==> src/hw/lmm_consts.svh <==
// Opcodes, field positions and timing counts for the literal/move/multiply executor
`ifndef LMM_CONSTS_SVH
`define LMM_CONSTS_SVH
`define OPC_LOAD_LIT_HI 8'h0E
`define OPC_MUL_LIT_HI 8'h0D
`define OPC_STORE_HI 7'h37
`define ACCESS_BIT 8
`define IDX_LIMIT 8'h5F
`define ACCESS_SPLIT 8'h60
`define ACCESS_HI_BANK 4'hF
`define QUARTERS 2'h3
`endif

==> src/hw/lmm_pkg.sv <==
// Types for the literal/move/multiply executor
package lmm_pkg;
    typedef enum logic [1:0] {
        OP_NONE,
        OP_LOAD_LIT,
        OP_STORE,
        OP_MUL_LIT
    } op_t;

    typedef enum logic [1:0] {
        Q1,
        Q2,
        Q3,
        Q4
    } quarter_t;
endpackage

==> src/hw/literal_move_multiply_exec.sv <==
// Executor for literal load, working-register store and literal multiply
`timescale 1ns/1ns
`include "lmm_consts.svh"
// Timing overview
// Each instruction spends four enabled clocks in the executor, one per
// quarter: decode and literal capture in the first, no action in the second,
// processing in the third and the result write in the fourth. The result
// becomes visible on the edge that returns the sequencer to the first
// quarter, so a new word may be offered back to back at that point.
// Operand and configuration inputs are sampled only at the decode edge,
// so they may change freely while an instruction is in flight.
// Unknown opcodes still consume four quarters but change nothing.
// No status flags exist in this block, so none can be disturbed.
// Holding the clock enable low freezes every register, including the
// quarter sequencer, without losing the instruction in flight.
// Valid pulses seen outside the first quarter are ignored.
module literal_move_multiply_exec (
    // Clock, reset, enable
    input wire logic core_clk_in,
    input wire logic nrst_in,
    input wire logic clk_en_in,
    // Instruction word, valid for one instruction cycle
    input wire logic [15:0] instr_in,
    input wire logic instr_valid_in,
    // Configuration
    input wire logic ext_set_en_in,
    input wire logic [3:0] bank_select_register_in,
    input wire logic [11:0] index_base_in,
    // State shown to the core
    output logic [1:0] quarter_out,
    output logic [7:0] working_out,
    output logic [7:0] product_high_byte_out,
    output logic [7:0] product_low_byte_out,
    // Data memory write port
    output logic [11:0] mem_addr_out,
    output logic [7:0] mem_wdata_out,
    output logic mem_we_out,
    output logic busy_out
);
    // Complete executor state: sequencer, captured word, results and
    // write port, registered together so every output is a flip-flop
    typedef struct packed {
        lmm_pkg::quarter_t q;
        lmm_pkg::op_t op;
        logic [7:0] lit;
        logic [11:0] addr;
        logic [7:0] w;
        logic [7:0] prod_h;
        logic [7:0] prod_l;
        logic [11:0] mem_addr;
        logic [7:0] mem_wdata;
        logic mem_we;
        logic busy;
    } state_t;

    // Decode and address-forming nets
    state_t st_r;
    state_t st_nxt;
    logic [15:0] product;
    logic [7:0] f_field;
    logic acc_bit;
    logic [7:0] opc_byte;
    logic [6:0] opc_store;
    logic is_load;
    logic is_mul;
    logic is_store;
    logic take;
    logic idx_hit;
    logic hi_half;
    logic [11:0] banked_addr;
    logic [11:0] indexed_addr;
    logic [11:0] access_addr;
    logic [11:0] store_addr;

    // Instruction word fields
    assign f_field = instr_in[7:0];
    assign acc_bit = instr_in[`ACCESS_BIT];
    assign opc_byte = instr_in[15:8];
    assign opc_store = instr_in[15:9];

    // A word is taken only in the first quarter; later valids are ignored
    assign take = instr_valid_in && (st_r.q == lmm_pkg::Q1);

    // Opcode match, one flag per supported instruction
    always_comb begin
        is_load = 1'b0;
        is_mul = 1'b0;
        is_store = 1'b0;
        if (opc_byte == `OPC_LOAD_LIT_HI) begin
            is_load = 1'b1;
        end
        if (opc_byte == `OPC_MUL_LIT_HI) begin
            is_mul = 1'b1;
        end
        if (opc_store == `OPC_STORE_HI) begin
            is_store = 1'b1;
        end
    end

    // Candidate store addresses, one per addressing mode
    // The indexed sum wraps at twelve bits; software must keep it in range
    assign banked_addr = {bank_select_register_in, f_field};
    assign indexed_addr = index_base_in + {4'h0, f_field};
    assign hi_half = (f_field >= `ACCESS_SPLIT);
    assign access_addr = {hi_half ? `ACCESS_HI_BANK : 4'h0, f_field};
    assign idx_hit = ext_set_en_in && (f_field <= `IDX_LIMIT);

    // Bank choice for the store: bank select when the access bit is set,
    // otherwise indexed offset for low addresses in the extended set,
    // otherwise the access bank split between low and high halves
    always_comb begin
        store_addr = access_addr;
        if (acc_bit) begin
            store_addr = banked_addr;
        end else if (idx_hit) begin
            store_addr = indexed_addr;
        end
    end

    // Multiplier sees the captured literal and the working register
    lmm_multiplier u_mul (
        .a_in(st_r.w),
        .b_in(st_r.lit),
        .p_out(product)
    );

    // Quarter sequencing, decode capture and writeback
    // The sequencer waits in the first quarter until a word is offered,
    // then runs through the other three quarters without looking at the
    // instruction inputs again
    always_comb begin
        st_nxt = st_r;
        st_nxt.mem_we = 1'b0;
        unique case (st_r.q)
            lmm_pkg::Q1: begin
                st_nxt.op = lmm_pkg::OP_NONE;
                st_nxt.busy = 1'b0;
                // Configuration inputs are sampled only here
                if (take) begin
                    st_nxt.q = lmm_pkg::Q2;
                    st_nxt.busy = 1'b1;
                    st_nxt.lit = f_field; // Literal read
                    if (is_load) begin
                        st_nxt.op = lmm_pkg::OP_LOAD_LIT;
                    end else if (is_mul) begin
                        st_nxt.op = lmm_pkg::OP_MUL_LIT;
                    end else if (is_store) begin
                        st_nxt.op = lmm_pkg::OP_STORE;
                        st_nxt.addr = store_addr;
                    end
                end
            end
            lmm_pkg::Q2: begin
                // Literal already captured at decode
                st_nxt.q = lmm_pkg::Q3;
            end
            lmm_pkg::Q3: begin
                // Product settles from registered operands
                st_nxt.q = lmm_pkg::Q4;
            end
            lmm_pkg::Q4: begin
                st_nxt.q = lmm_pkg::Q1;
                // Results land on the edge back to the first quarter
                unique case (st_r.op)
                    // Literal load writes only the working register
                    lmm_pkg::OP_LOAD_LIT: st_nxt.w = st_r.lit;
                    // Store pulses the write strobe for one enabled clock
                    lmm_pkg::OP_STORE: begin
                        st_nxt.mem_addr = st_r.addr;
                        st_nxt.mem_wdata = st_r.w;
                        st_nxt.mem_we = 1'b1;
                    end
                    lmm_pkg::OP_MUL_LIT: begin
                        // No flags exist here: no zero, carry or overflow report
                        st_nxt.prod_h = product[15:8];
                        st_nxt.prod_l = product[7:0];
                    end
                    lmm_pkg::OP_NONE: st_nxt.busy = 1'b0;
                endcase
            end
        endcase
    end

    // State register, frozen while enable is low
    // Reset clears the sequencer to the first quarter with no operation
    // pending, so no write strobe can follow reset release
    always_ff @(posedge core_clk_in or negedge nrst_in) begin
        if (!nrst_in) begin
            st_r <= '0;
        end else if (clk_en_in) begin
            st_r <= st_nxt;
        end
    end

    // Outputs straight from flip-flops
    // Sequencer position
    assign quarter_out = st_r.q;
    // Working register and product pair
    assign working_out = st_r.w;
    assign product_high_byte_out = st_r.prod_h;
    assign product_low_byte_out = st_r.prod_l;
    // Data memory write port
    assign mem_addr_out = st_r.mem_addr;
    assign mem_wdata_out = st_r.mem_wdata;
    assign mem_we_out = st_r.mem_we;
    // Instruction in flight; after a known opcode it stays set through the next first quarter
    assign busy_out = st_r.busy;
endmodule

==> src/hw/lmm_multiplier.sv <==
// Unsigned 8x8 multiply stage for the executor
`timescale 1ns/1ns
module lmm_multiplier (
    // Operands
    input wire logic [7:0] a_in,
    input wire logic [7:0] b_in,
    // Product
    output logic [15:0] p_out
);
    // Full-width unsigned product, no overflow possible
    assign p_out = 16'(a_in) * 16'(b_in);
endmodule

==> config.mk <==
export PLATFORM = sky130hd
export DESIGN_NAME = literal_move_multiply_exec
export DESIGN_NICKNAME = d
export VERILOG_FILES = /design/src/hw/lmm_pkg.sv /design/src/hw/literal_move_multiply_exec.sv /design/src/hw/lmm_multiplier.sv
export VERILOG_INCLUDE_DIRS = /design/src /design/src/hw
export SDC_FILE = /design/constraint.sdc
export NUM_CORES = 1
export LEC_CHECK = 0
export CORE_AREA = 2 2 132 134
export CTS_CLUSTER_SIZE = 40
export DETAILED_ROUTE_END_ITERATION = 7
export DIE_AREA = 0 0 134 136
export DONT_BUFFER_PORTS = 1
export PLACE_DENSITY = 0.5
export REMOVE_ABC_BUFFERS = 1
export SYNTH_ARGS = -nofsm -noshare
export SYNTH_HDL_FRONTEND = slang
export SYNTH_HIERARCHICAL = 1
export SYNTH_SLANG_ARGS = --single-unit
==> constraint.sdc <==
create_clock -name core_clk_in -period 7.4 [get_ports core_clk_in]
set_clock_uncertainty 0.15 [all_clocks]
set_input_delay 1.48 -clock core_clk_in [delete_from_list [all_inputs] [get_ports core_clk_in]]
set_output_delay 1.48 -clock core_clk_in [all_outputs]
set_load 0.05 [all_outputs]
==> key figures <==
Route
  • Vias per cell: 4.82
  • Routed via count: 3,708
  • 1st-iter DRT viols: 119
  • DR pass1 iterations: 4
  • Antenna-violating nets left: 0
  • Routed wire per std cell: 15.5 µm
  • Total wire length: 11,900 µm
  • Residual DRC count: 0

Floorplanning
  • Die height: 136 µm
  • # rows: 48
  • Initial Util: 34.2%
  • Die area: 0.0182 mm²
  • Die width: 134 µm
  • Core area: 0.0169 mm²
  • Num ports: 85

Pwr
  • Internal: 712 µW
  • Max IR drop VDD: 0.113 mV
  • Lkg Pwr: 3.10 nW
  • Gate power share: 13.3%
  • Pwr Density: 184 mW/mm²
  • Sw Share: 34.8%
  • Clk pwr share: 37.8%
  • Sequential share of power: 48.9%
  • Sw Pwr: 381 µW

Worst hold path
  • Hold Path Depth: 2
  • Hold EP: st_r[47]
  • Hold path startpoint: st_r[47]
  • Worst hold path type: reg2reg

Flow run
  • Max Cap Viol: 0

Yosys
  • Share of the synthesized area in the top cell type: 30.4%
  • Synthesized area per cell: 9.92 µm²
  • FF+latch count, synth: 70
  • Largest cells by area after synthesis: dfrtp_1 (30%), fa_1 (13%), ha_1 (10%)
  • Ys flop type: dfrtp_1
  • Netlist cell types: 56
  • YS warnings: 6
  • Yosys top cell by area: dfrtp_1
  • Syn Inst Count: 582
  • Post-synth EDFFs: 0
  • Register area share after synthesis: 30.4%
  • Synthesized cell area: 0.00577 mm²
  • Async SR Flop Fraction: 100%

STA
  • Min Tclk post-route: 4.92 ns
  • RSZ-0062 raised after global routing: false
  • Final worst slack: 2.48 ns
  • Final setup violation count: 0
  • Period utilization: 66.4%
  • Hold Violations, Final: 0
  • Worst rel slew slack: 31.4%
  • Setup TNS: 0 ns
  • Max Fclk: 203 MHz
  • Worst slew pin tran: 1.03 ns
  • Final slew viol count: 0

CTS
  • Hold_buf cts: 0
  • Clk root buf: clkbuf_16
  • TritonCTS Buffers: 9
  • Post-CTS setup buffer count: 0
  • CTS resizes: 0
  • Sink Count: 70
  • Clock transition at the registers of the reported paths: 0.06 ns
  • CTS tree: yes
  • Clk_lat worst skew: 0.35 ns
  • Clock tree buffer depth: 2
  • H-tree Lvls: 3

Global routing
  • Initial antenna violation count: 0
  • GRT Util Overall: 13.8%
  • Congestion Overflow GR: 0
  • First-pass GRT wire length: 19,700 µm
  • Vias in the first global route: 4,036
  • Largest net degree at the start of global routing: 71

Worst setup path
  • Reg2reg end: product_high_byte_out[3]
  • WP data arrival: 4.99 ns
  • Required @ worst endpoint: 7.47 ns
  • R2R depth: 15
  • Worst r2r src: working_out[0]
  • CP max FO: 11
  • Crit Path Class: reg2reg
  • CP endpoint kind: flip-flop
  • Crit path launch type: flip-flop
  • R2r setup slk: 2.48 ns

Layout
  • Final #Nets: 660
  • Final core utilization: 35.3%
  • Antenna cells: 0
  • Fraction of layout cells with a size suffix above 1: 12.9%
  • Area Growth Syn to Fin: 3.17%

Placed design
  • IO Port Bufs: 0
  • Pre-CTS setup slack: 2.49 ns
  • Placer congestion estimate: 0.821
  • Dpl hpwl: 9200 µm

Outcome
  • Run status: complete, no violations
## critical path, cell delays in order (launching register included)
cell	delay (ns)
dfrtp_1	0.80
nand2_1	0.17
fa_1	0.54
fa_1	0.54
inv_1	0.05
fa_1	0.53
inv_1	0.05
fa_1	0.52
inv_1	0.04
ha_1	0.35
a21o_1	0.18
a21oi_1	0.21
nand2_1	0.11
a31oi_1	0.21
xnor2_1	0.08
mux2_2	0.25
## sequential cells by signal, summed over array words and instances, names as in the netlist
| register | flops |
|---|---|
| busy_out | 1 |
| mem_addr_out | 12 |
| mem_wdata_out | 8 |
| mem_we_out | 1 |
| product_high_byte_out | 8 |
| product_low_byte_out | 8 |
| quarter_out | 2 |
| st_r | 22 |
| working_out | 8 |
## per-stage QoR
stage | total power, mW | hold WS (ns) | instances | cell area (µm²)
floorplan | 0.629 | 0.296 | 527 | 5380
global placement | 0.684 | 0.318 | 753 | 5670
detailed placement | 0.691 | 0.324 | 753 | 5670
CTS | 1.11 | 0.339 | 769 | 5950
global route | 1.16 | 0.368 | 769 | 5950
finish | 1.09 | 0.327 | 769 | 5950
## cells by family after synthesis
logic type,count (synthesis),share of synthesized area (%)
and+or+nand+nor,172,15.5
buffers and inverters,116,10.7
adders and majority gates,84,23.0
AOI/OAI and AO/OA,76,8.74
DFF,70,30.4
muxes,48,9.28
xor gates and xnor gates,16,2.43
## worst max-delay path by stage
stage,startpoint,end,cells after the start
after floorplan,working_out[3],product_high_byte_out[3],16
after global placement,working_out[0],product_high_byte_out[3],15
after detailed placement,working_out[0],product_high_byte_out[3],15
after CTS,working_out[0],product_high_byte_out[3],15
after global routing,working_out[0],product_high_byte_out[3],15
final,working_out[0],product_high_byte_out[3],15
## routing by layer
metal | vias to the layer above | GRT usage, % | wire length (µm)
met5 | - | 0 | 0
met4 | 0 | 5.02 | 134
met3 | 11 | 4.29 | 633
met2 | 73 | 24.1 | 5940
met1 | 1819 | 15.9 | 5230
li1 | 1805 | - | -
## power groups by stage
stage / sequential (mW) / clock [mW] / combinational, mW
2_1_floorplan: 0.507 / 0 / 0.122
3_3_place_gp: 0.542 / 0 / 0.141
3_5_place_dp: 0.544 / 0 / 0.147
4_1_cts: 0.536 / 0.428 / 0.148
5_1_grt: 0.545 / 0.446 / 0.172
6_report: 0.534 / 0.413 / 0.146
## cell usage after synthesis, types with 7 or more instances
master    n
buf_4    47
xnor2_1  10
and3_1   10
a21oi_1  19
mux2_2   44
inv_1    61
and2_1   49
nor2_1   15
ha_1     47
o21ai_0  23
nand2_1  64
dfrtp_1  70
nor3_1    7
fa_1     37
## final cells by class
class / instances / area [µm²]
clock buffer: 9 / 225
clock inverter: 7 / 55.1
fill: 1691 / 10900
inverter: 61 / 229
multi-input combinational: 396 / 3400
sequential: 70 / 1750
tap: 225 / 282
timing repair buffer: 1 / 7.51
## cell usage in the layout, fill, tap and decap left out, types with 4 or more instances in the layout
master     instances
mux2i_1            4
nand2_1           64
clkbuf_16          9
o21ai_0           23
nor2b_1            4
nand3_1            6
mux2_2            44
fa_1              37
inv_1             61
a21o_1             4
xor2_1             6
and3_1            10
or3_1              4
ha_1              47
xnor2_1           10
nor3_1             7
dfrtp_1           70
o21a_1             4
nor2_1            15
and2_1            49
a21oi_1           19
Power figures use the tool's default switching activity.
